[src/pkg/radio_spi_pkg.sv]
// Constants and types shared by the radio serial slave port
package radio_spi_pkg;
  localparam int ADDR_W = 6;
  localparam int CMD_DIR_BIT = 7;
  localparam int CMD_INC_BIT = 6;
  localparam logic [5:0] A_CFG = 6'h00;
  localparam logic [5:0] A_IRQ_EN = 6'h01;
  localparam logic [5:0] A_CLK_CFG = 6'h02;
  localparam logic [5:0] A_TX_STAT = 6'h03;
  localparam logic [5:0] A_RX_STAT = 6'h04;
  localparam logic [5:0] A_SYS_STAT = 6'h05;
  localparam logic [5:0] A_PKT_BUF = 6'h20;
  localparam int PKT_DEPTH = 16;
  // Configuration register fields
  localparam int CFG_FOUR_WIRE = 0;
  localparam int CFG_IRQ_ON_MOSI = 1;
  localparam int CFG_IRQ_ACT_HIGH = 2;
  localparam int CFG_IRQ_OPEN_DRAIN = 3;
  localparam int CFG_MISO_GPIO = 4;
  localparam int CFG_IRQ_GPIO = 5;
  localparam int CFG_MISO_GPIO_VAL = 6;
  localparam int CFG_IRQ_GPIO_VAL = 7;
  localparam logic [7:0] CFG_RESET = 8'h00;
  // Interrupt enable fields
  localparam int EN_TX = 0;
  localparam int EN_RX = 1;
  localparam int EN_SYS = 2;
  localparam logic [7:0] IRQ_EN_RESET = 8'h00;
  // Clock output: select in [2:0] (0 = 12 MHz ... 4 = 0.75 MHz), enable
  localparam int CLK_EN_BIT = 3;
  localparam logic [7:0] CLK_CFG_RESET = 8'h08;
  localparam logic [2:0] CLK_SEL_MAX = 3'h4;
  localparam int SYS_OVERRUN_BIT = 7;
  // Crystal-rate clock output from the system clock by phase accumulator
  localparam int MCLK_KHZ = 50000;
  localparam int XTAL_KHZ = 12000;
  localparam int NCO_W = 16;
  localparam logic [NCO_W-1:0] NCO_INC_XTAL =
    NCO_W'((XTAL_KHZ * (2 ** NCO_W)) / MCLK_KHZ);
  typedef struct packed {
    logic [5:0] addr;
    logic [3:0] idx;
    logic [7:0] data;
  } wr_word_type;
  typedef enum logic [0:0] {
    ST_CMD = 1'b0,
    ST_DATA = 1'b1
  } spi_state_type;
endpackage : radio_spi_pkg

[src/design/radio_spi_slave_irq_port.sv]
// Radio serial slave port with register file, interrupt pin and clock output
`timescale 1ns/100ps
// What this block does
// - Command byte: bit 7 direction (1 write), bit 6 increment, bits 5:0 address.
// - Any number of data bytes follow the command byte.
// - With increment set, address advances by one after each data byte.
// - Without increment, address holds; packet buffer walks its entries.
// - Port logic samples serial clock edges on the system clock, so that clock must run.
// - Serial clock is input only, never driven by the radio.
// - Slave select active low; activity ignored while it is high.
// - Four-wire: data in on master-out, read data out on master-in.
// - Three-wire: radio drives read data on master-out; master releases it.
// - Interrupt on master-out only while slave select is high.
// - Interrupt polarity and push-pull or open-drain output are programmable.
// - Transmit, receive and system groups enabled separately, ORed onto one pin.
// - Status registers show which event raised the interrupt.
// - Event status readable even with its interrupt disabled.
// - Clock output 12, 6, 3, 1.5, 0.75 MHz, enabled at reset.
// - Master-in and interrupt pins can serve as general-purpose outputs.
// - Every register but the packet buffer is reached directly by the six-bit address; its entries sit behind 0x20 and a pointer.
module radio_spi_slave_irq_port (
  input wire logic mclk,
  input wire logic rst,
  input wire logic sclk,
  input wire logic ss_n,
  input wire logic mosi_in,
  output logic mosi_out,
  output logic mosi_oe,
  output logic miso_out,
  output logic miso_oe,
  output logic irq_out,
  output logic irq_oe,
  output logic clk_out,
  input wire logic [7:0] tx_event,
  input wire logic [7:0] rx_event,
  input wire logic [7:0] sys_event,
  output logic wr_valid,
  input wire logic wr_ready,
  output radio_spi_pkg::wr_word_type wr_word
);
  logic sclk_q;
  radio_spi_pkg::spi_state_type state, next_state;
  logic [2:0] bitcnt, next_bitcnt;
  logic [7:0] sh, next_sh;
  logic [7:0] tx, next_tx;
  logic rd, next_rd;
  logic inc, next_inc;
  logic [5:0] addr, next_addr;
  logic [3:0] ptr, next_ptr;
  logic rise, fall, push_req;
  radio_spi_pkg::wr_word_type push_word;
  // Two-entry write buffer: head drives the ports, spare absorbs a stall
  radio_spi_pkg::wr_word_type spare, next_spare, next_head;
  logic spare_valid, next_spare_valid, next_head_valid;
  logic full, pop;
  logic [7:0] regs [0:(2**radio_spi_pkg::ADDR_W)-1];
  logic [7:0] pkt [0:radio_spi_pkg::PKT_DEPTH-1];
  logic [7:0] tx_stat, rx_stat, sys_stat;
  logic [7:0] next_tx_stat, next_rx_stat, next_sys_stat;
  logic irq_any, next_irq_any;
  logic next_mosi_out, next_mosi_oe, next_miso_out, next_miso_oe;
  logic next_irq_out, next_irq_oe, irq_level;
  logic [radio_spi_pkg::NCO_W-1:0] nco, next_nco;
  logic [2:0] clk_sel;
  logic next_clk_out;
  logic [7:0] cfg, irq_en, clk_cfg;

  assign cfg = regs[radio_spi_pkg::A_CFG];
  assign irq_en = regs[radio_spi_pkg::A_IRQ_EN];
  assign clk_cfg = regs[radio_spi_pkg::A_CLK_CFG];

  function automatic logic [7:0] read_byte(input logic [5:0] a,
                                           input logic [3:0] p);
    case (a)
      radio_spi_pkg::A_TX_STAT: read_byte = tx_stat;
      radio_spi_pkg::A_RX_STAT: read_byte = rx_stat;
      radio_spi_pkg::A_SYS_STAT: read_byte = sys_stat;
      radio_spi_pkg::A_PKT_BUF: read_byte = pkt[p];
      default: read_byte = regs[a];
    endcase
  endfunction : read_byte

  // Serial clock is only sampled, never driven; no crystal rate involved
  assign rise = sclk & ~sclk_q;
  assign fall = ~sclk & sclk_q;
  assign full = wr_valid & spare_valid;
  assign pop = wr_valid & wr_ready;

  always_comb begin
    next_state = state;
    next_bitcnt = bitcnt;
    next_sh = sh;
    next_tx = tx;
    next_rd = rd;
    next_inc = inc;
    next_addr = addr;
    next_ptr = ptr;
    push_req = 1'b0;
    push_word = '0;
    if (ss_n) begin
      next_state = radio_spi_pkg::ST_CMD;
      next_bitcnt = 3'h0;
    end else if (rise) begin
      next_sh = {sh[6:0], mosi_in};
      next_bitcnt = bitcnt + 3'h1;
      if (bitcnt == 3'h7) begin
        if (state == radio_spi_pkg::ST_CMD) begin
          next_state = radio_spi_pkg::ST_DATA;
          next_rd = ~sh[radio_spi_pkg::CMD_DIR_BIT-1];
          next_inc = sh[radio_spi_pkg::CMD_INC_BIT-1];
          next_addr = {sh[4:0], mosi_in};
          next_ptr = 4'h0;
          next_tx = read_byte({sh[4:0], mosi_in}, 4'h0);
        end else begin
          if (!rd) begin
            push_req = 1'b1;
            push_word = '{addr: addr, idx: ptr, data: {sh[6:0], mosi_in}};
          end
          if (inc) begin
            next_addr = addr + 6'h01;
          end else if (addr == radio_spi_pkg::A_PKT_BUF) begin
            next_ptr = ptr + 4'h1;
          end
          next_tx = read_byte(next_addr, next_ptr);
        end
      end
    end else if (fall && bitcnt != 3'h0) begin
      // The freshly loaded MSB must stand until the first rising edge
      next_tx = {tx[6:0], 1'b0};
    end
  end

  always_ff @(posedge mclk or posedge rst) begin
    if (rst) begin
      sclk_q <= 1'b0;
      state <= radio_spi_pkg::ST_CMD;
      bitcnt <= 3'h0;
      sh <= 8'h00;
      tx <= 8'h00;
      rd <= 1'b0;
      inc <= 1'b0;
      addr <= 6'h00;
      ptr <= 4'h0;
    end else begin
      sclk_q <= sclk;
      state <= next_state;
      bitcnt <= next_bitcnt;
      sh <= next_sh;
      tx <= next_tx;
      rd <= next_rd;
      inc <= next_inc;
      addr <= next_addr;
      ptr <= next_ptr;
    end
  end

  // Serial bytes cannot be paused, so a full buffer loses the byte and
  // flags an overrun rather than corrupting a committed register
  always_comb begin
    next_head = wr_word;
    next_head_valid = wr_valid;
    next_spare = spare;
    next_spare_valid = spare_valid;
    if (pop) begin
      next_head = spare;
      next_head_valid = spare_valid;
      next_spare_valid = 1'b0;
    end
    if (push_req && !full) begin
      if (!next_head_valid) begin
        next_head = push_word;
        next_head_valid = 1'b1;
      end else begin
        next_spare = push_word;
        next_spare_valid = 1'b1;
      end
    end
  end

  always_ff @(posedge mclk or posedge rst) begin
    if (rst) begin
      wr_word <= '0;
      wr_valid <= 1'b0;
      spare <= '0;
      spare_valid <= 1'b0;
    end else begin
      wr_word <= next_head;
      wr_valid <= next_head_valid;
      spare <= next_spare;
      spare_valid <= next_spare_valid;
    end
  end

  // Writes reach the register file as they leave the buffer
  always_ff @(posedge mclk or posedge rst) begin
    if (rst) begin
      for (int i = 0; i < 2**radio_spi_pkg::ADDR_W; i++) begin
        regs[i] <= 8'h00;
      end
      regs[radio_spi_pkg::A_CFG] <= radio_spi_pkg::CFG_RESET;
      regs[radio_spi_pkg::A_IRQ_EN] <= radio_spi_pkg::IRQ_EN_RESET;
      regs[radio_spi_pkg::A_CLK_CFG] <= radio_spi_pkg::CLK_CFG_RESET;
      for (int j = 0; j < radio_spi_pkg::PKT_DEPTH; j++) begin
        pkt[j] <= 8'h00;
      end
    end else if (pop) begin
      if (wr_word.addr == radio_spi_pkg::A_PKT_BUF) begin
        pkt[wr_word.idx] <= wr_word.data;
      end else begin
        regs[wr_word.addr] <= wr_word.data;
      end
    end
  end

  // Status is sticky, write-one-to-clear, and an event beats its clear
  always_comb begin
    next_tx_stat = tx_stat;
    next_rx_stat = rx_stat;
    next_sys_stat = sys_stat;
    if (pop && wr_word.addr == radio_spi_pkg::A_TX_STAT) begin
      next_tx_stat = tx_stat & ~wr_word.data;
    end
    if (pop && wr_word.addr == radio_spi_pkg::A_RX_STAT) begin
      next_rx_stat = rx_stat & ~wr_word.data;
    end
    if (pop && wr_word.addr == radio_spi_pkg::A_SYS_STAT) begin
      next_sys_stat = sys_stat & ~wr_word.data;
    end
    next_tx_stat = next_tx_stat | tx_event;
    next_rx_stat = next_rx_stat | rx_event;
    next_sys_stat = next_sys_stat | sys_event;
    next_sys_stat[radio_spi_pkg::SYS_OVERRUN_BIT] =
      next_sys_stat[radio_spi_pkg::SYS_OVERRUN_BIT] | (push_req & full);
    next_irq_any = (|tx_stat & irq_en[radio_spi_pkg::EN_TX]) |
                   (|rx_stat & irq_en[radio_spi_pkg::EN_RX]) |
                   (|sys_stat & irq_en[radio_spi_pkg::EN_SYS]);
  end

  // Pin drivers, all registered
  always_comb begin
    irq_level = cfg[radio_spi_pkg::CFG_IRQ_ACT_HIGH] ? irq_any : ~irq_any;
    if (cfg[radio_spi_pkg::CFG_IRQ_OPEN_DRAIN]) begin
      next_irq_out = 1'b0;
      next_irq_oe = ~irq_level;
    end else begin
      next_irq_out = irq_level;
      next_irq_oe = 1'b1;
    end
    if (cfg[radio_spi_pkg::CFG_IRQ_GPIO]) begin
      next_irq_out = cfg[radio_spi_pkg::CFG_IRQ_GPIO_VAL];
      next_irq_oe = 1'b1;
    end
    if (ss_n) begin
      next_mosi_out = next_irq_out;
      next_mosi_oe = cfg[radio_spi_pkg::CFG_IRQ_ON_MOSI] & next_irq_oe;
    end else begin
      next_mosi_out = tx[7];
      next_mosi_oe = ~cfg[radio_spi_pkg::CFG_FOUR_WIRE] & rd &
                     (state == radio_spi_pkg::ST_DATA);
    end
    if (cfg[radio_spi_pkg::CFG_MISO_GPIO]) begin
      next_miso_out = cfg[radio_spi_pkg::CFG_MISO_GPIO_VAL];
      next_miso_oe = 1'b1;
    end else begin
      next_miso_out = tx[7];
      next_miso_oe = ~ss_n & cfg[radio_spi_pkg::CFG_FOUR_WIRE] & rd &
                     (state == radio_spi_pkg::ST_DATA);
    end
    clk_sel = (clk_cfg[2:0] > radio_spi_pkg::CLK_SEL_MAX) ?
              radio_spi_pkg::CLK_SEL_MAX : clk_cfg[2:0];
    // Accumulator gives the right mean rate; edges jitter by one mclk
    next_nco = nco + (radio_spi_pkg::NCO_INC_XTAL >> clk_sel);
    next_clk_out = clk_cfg[radio_spi_pkg::CLK_EN_BIT] &
                   next_nco[radio_spi_pkg::NCO_W-1];
  end

  always_ff @(posedge mclk or posedge rst) begin
    if (rst) begin
      tx_stat <= 8'h00;
      rx_stat <= 8'h00;
      sys_stat <= 8'h00;
      irq_any <= 1'b0;
      irq_out <= 1'b0;
      irq_oe <= 1'b0;
      mosi_out <= 1'b0;
      mosi_oe <= 1'b0;
      miso_out <= 1'b0;
      miso_oe <= 1'b0;
      nco <= '0;
      clk_out <= 1'b0;
    end else begin
      tx_stat <= next_tx_stat;
      rx_stat <= next_rx_stat;
      sys_stat <= next_sys_stat;
      irq_any <= next_irq_any;
      irq_out <= next_irq_out;
      irq_oe <= next_irq_oe;
      mosi_out <= next_mosi_out;
      mosi_oe <= next_mosi_oe;
      miso_out <= next_miso_out;
      miso_oe <= next_miso_oe;
      nco <= next_nco;
      clk_out <= next_clk_out;
    end
  end

  a_cmd_decode: assert property (@(posedge mclk) disable iff (rst)
    (state == radio_spi_pkg::ST_CMD && !ss_n && rise && bitcnt == 3'h7)
    |=> (state == radio_spi_pkg::ST_DATA && rd == ~$past(sh[6]) &&
         inc == $past(sh[5])))
    else $error("command byte decoded wrongly");
  a_addr_advance: assert property (@(posedge mclk) disable iff (rst)
    (state == radio_spi_pkg::ST_DATA && !ss_n && rise && bitcnt == 3'h7 &&
     inc) |=> addr == $past(addr) + 6'h01)
    else $error("burst address did not advance");
  a_addr_hold: assert property (@(posedge mclk) disable iff (rst)
    (state == radio_spi_pkg::ST_DATA && !inc) |=> addr == $past(addr))
    else $error("address moved without increment");
  a_deselect_ends: assert property (@(posedge mclk) disable iff (rst)
    ss_n |=> (state == radio_spi_pkg::ST_CMD && bitcnt == 3'h0))
    else $error("deselect did not end transaction");
  a_mosi_irq_off: assert property (@(posedge mclk) disable iff (rst)
    (!ss_n && state == radio_spi_pkg::ST_CMD) |=> !mosi_oe)
    else $error("master-out driven during command byte");
  a_irq_polarity: assert property (@(posedge mclk) disable iff (rst)
    (!cfg[radio_spi_pkg::CFG_IRQ_OPEN_DRAIN] &&
     !cfg[radio_spi_pkg::CFG_IRQ_GPIO] && irq_any &&
     cfg[radio_spi_pkg::CFG_IRQ_ACT_HIGH]) |=> (irq_out && irq_oe))
    else $error("active-high interrupt not shown");
  a_status_sticky: assert property (@(posedge mclk) disable iff (rst)
    tx_event[0] |=> tx_stat[0] ##1 (tx_stat[0] ||
      $past(pop && wr_word.addr == radio_spi_pkg::A_TX_STAT)))
    else $error("event lost from status");
  a_commit_whole: assert property (@(posedge mclk) disable iff (rst)
    push_req |-> (rise && bitcnt == 3'h7 && !ss_n &&
                  state == radio_spi_pkg::ST_DATA && !rd))
    else $error("write pushed before eight bits");
endmodule : radio_spi_slave_irq_port

[config.mk]
export PLATFORM = sky130hd
export DESIGN_NAME = radio_spi_slave_irq_port
export DESIGN_NICKNAME = d
export VERILOG_FILES = /design/src/pkg/radio_spi_pkg.sv /design/src/design/radio_spi_slave_irq_port.sv
export SDC_FILE = /design/constraint.sdc
export NUM_CORES = 2
export LEC_CHECK = 0
export BUFFER_PORTS_ARGS = -buffer_cell sky130_fd_sc_hd__buf_2
export CAP_MARGIN = 20
export CORE_MARGIN = 2
export CORE_UTILIZATION = 58
export CTS_CLUSTER_DIAMETER = 60
export DETAILED_ROUTE_END_ITERATION = 7
export PLACE_DENSITY = 0.74
export SYNTH_ARGS = -nofsm -noshare
export SYNTH_HDL_FRONTEND = slang
export SYNTH_SLANG_ARGS = --single-unit
[constraint.sdc]
create_clock -name mclk -period 62.7 [get_ports mclk]
set_input_delay 12.54 -clock mclk [delete_from_list [all_inputs] [get_ports mclk]]
set_output_delay 12.54 -clock mclk [all_outputs]
set_load 0.01 [all_outputs]
==> flow_summary_export.csv <==
group,metric,value,unit
finish,area_growth,8.28,%
grt,overflow,0,
place,numPortBuffers,55,
yosys,synth-main-ff-cell,"dfrtp_1",
run_status,violations,"DRC",
sta,relSlewSlack,18.4,%
sta,hold_ws,0.395,ns
route,ant_nets,0,
clocking,cts_tree,"built",
yosys,synth-edff-count,0,
sta,finClkSkew,0.0277,ns
place,globalplace.congestion,0.927,
grt,antenna_found_initial,1,
yosys,synthSimpleGateAreaFrac,7.14,%
floorplanning,core_area,0.0685,mm²
route,dr.first_iter.drc_count,3485,
sta,hold_violations,0,
clocking,cts.sinks,758,
sta,finalMaxSlewViolations,0,
grt,grt_pass1_wl,175,mm
power_and_ir_drop,power_density,24.2,mW/mm²
min_path,hold_class,"reg2reg",
sta,fin_tns_setup,0,ns
clocking,cts_hold_buf,0,
yosys,ys_async_sr_fraction,100,%
grt,grt_usage,32.9,%
clocking,cts_root_buffer,"clkbuf_16",
worst_setup_path,critPathCaptureType,"flop",
worst_setup_path,worstPathRequired,63.20,ns
yosys,yosys.cell_types.count,95,
flow_run,max_cap_violations,0,
floorplanning,rows,96,
sta,rsz0062_at_grt,"false",
route,dr.pass1.iters,8,
yosys,synthTopCellsByArea,"dfrtp_1 (47%), mux2_2 (17%), mux4_2 (15%), nand2_1 (2.8%), mux2i_1 (2.7%)",
yosys,yosysTopAreaCell,"dfrtp_1",
sta,setup_viol,0,
place,dp_slack,46.44,ns
yosys,synth-adder-area-share,0.676,%
floorplanning,initial_core_util,58.4,%
finish,n_antenna_cell,0,
finish,layout.nets,3030,
yosys,netlist_area,0.0400,mm²
yosys,ys_seq_area_share,47.4,%
power_and_ir_drop,leakage,0.0196,µW
worst_setup_path,cp_max_fo,56,
yosys,synth_compound_area_share,5.35,%
yosys,syn-instance-count,3020,
clocking,numCtsBuffers,80,
finish,drive_gt1_share,37.8,%
floorplanning,die_y,267,µm
grt,grt_max_degree,201,
yosys,ys_warn_count,0,
worst_setup_path,worstSetupStartpointType,"primary input",
yosys,synth_top_area_share,47.4,%
yosys,synth_area_per_cell,13.2,µm²
route,wirelength,115,mm
floorplanning,die-area,0.0711,mm²
place,dp_hpwl,73.9,mm
floorplanning,ioPinCount,56,
yosys,synthXorXnorAreaFrac,0.869,%
sta,setup_ws,47.23,ns
route,drcViolationCount,25,
sta,fin_crit_sh,24.7,%
clocking,cts_resized,0,
power_and_ir_drop,vdd_ir_drop_max,0.0169,mV
floorplanning,die_x,267,µm
worst_setup_path,critical_path_class,"in2reg",
run_status,status,"complete, but fails checks",
power_and_ir_drop,p_total,1050,µW
route,wl_per_cell,29.3,µm
worst_setup_path,cp_data_arrival_time,15.98,ns
route,vias,27300,
sta,worst_pin_slew,1.22,ns
route,via_per_inst,6.97,
clocking,cts.clk_slew.worst_paths,0.06,ns
sta,finalCriticalPeriod,15.47,ns
clocking,h-tree-depth,3,
clocking,clk_latency,0.65,ns
grt,grt_pass1_vias,27600,
yosys,synth_nets,3071,
yosys,ys_ff_latch,758,
yosys,synth.area.mux_share,35.1,%
sta,fmax,64.6,MHz
clocking,clockBufferDepth,3,
clocking,post_cts_buffers,0,
yosys,synth_top_family_by_area,"multiplexers",
[layer usage]
layer  track usage [%]  vias to the layer above  share of wire, %
met1              44.7                    14400                39
met5                 0                        -            0.0061
li1                  -                    11200                 -
met2              51.6                     1387                47
met3              6.52                      314               8.5
met4              15.1                        2               5.2
[kinds of logic (layout without fill, tap and decap cells)]
kind of cell    after synthesis  after routing
fa+ha+maj                    21             21
buf+inv                     285            305
mux                         997            997
flops                       758            758
simple gates                611            611
compound gates              319            319
xor+xnor                     29             29
[placed cells by master (no fill, tap or decap), types with 7 or more instances in the layout]
cell type and count:
a21o_1 29, a21oi_1 51, a222oi_1 14, a31oi_1 15, a32oi_1 22, and3_1 8, buf_2 54, buf_4 50
clkbuf_1 25, clkbuf_16 82, clkbuf_8 14, clkinv_2 14, dfrtp_1 747, dfrtp_2 8, ha_1 20, inv_1 46
mux2_1 27, mux2_2 602, mux2i_1 106, mux4_2 259, nand2_1 296, nand2b_1 16, nand3_1 69, nand3b_1 9
nand4_1 27, nor2_1 101, nor2b_1 13, nor3_1 12, nor4_1 12, o211ai_1 12, o21ai_0 77, o21ai_1 11
o22ai_1 24, xnor2_1 14, xor2_1 7
[path summary, 6_finish.rpt]
check                               start         to  slack (ns)  depth (start not counted)
worst min register to register  regs[249]  regs[249]        0.40                          0
min in group asynchronous             rst  regs[270]       12.09                          2
max in group asynchronous             rst  regs[146]       47.48                          5
worst min-delay path            regs[249]  regs[249]        0.40                          0
worst max register to register    addr[0]      tx[6]       57.48                         12
worst max-delay path              mosi_in      tx[6]       47.23                          9
[cells in the mapped netlist (all sizes together) (6+ instances only)]
cell type / number
a21o: 30
a21oi: 52
a222oi: 14
a311oi: 6
a31oi: 15
a32oi: 22
and3: 8
buf: 97
clkbuf: 139
dfrtp: 757
ha: 20
inv: 49
mux2: 630
mux2i: 107
mux4: 260
nand2: 297
nand2b: 16
nand3: 70
nand3b: 9
nand4: 28
nor2: 104
nor2b: 13
nor3: 17
nor4: 13
o211ai: 12
o21ai: 90
o22ai: 24
o31ai: 7
or2: 6
xnor2: 19
xor2: 10
[report_power, final]
group          switching [µW]  internal [µW]  leakage (µW)
Clock                     197            266       0.00124
Combinational            53.6           27.2       0.00810
Sequential               11.7            493        0.0102
Total                     262            786        0.0196
[cell type report]
cell class / instances / area, µm²
fillers: 4958 / 25100
multi-input cells: 1977 / 19700
flip-flops and latches: 758 / 19000
clock buffers: 121 / 2340
well taps: 882 / 1100
repair buffers: 113 / 805
inverters: 49 / 191
clock inverters: 22 / 186
[through the flow]
stage | std cells | cell area (µm²) | util [%]
2_1_floorplan | 3020 | 40000 | -
3_3_place_gp | 3772 | 40700 | 59.4
3_5_place_dp | 3775 | 40700 | 59.5
4_1_cts | 3918 | 43200 | 63.2
5_1_grt | 3922 | 43300 | 63.3
6_report | 3922 | 43300 | 63.3
[state kept, by name, summed over array words and instances (netlist names), 16 cells and up]
register	count
pkt	128
wr_word	18
regs	488
nco	16
spare	18
[critical path: stages]
cell and delay [ns]:
buf_8 0.50, buf_4 0.88, mux4_2 0.60, mux2i_1 0.40, o22ai_1 0.19, o21ai_1 0.31
nand4_1 0.15, a21oi_1 0.21, o41ai_2 0.09
Power figures use the tool's default switching activity.
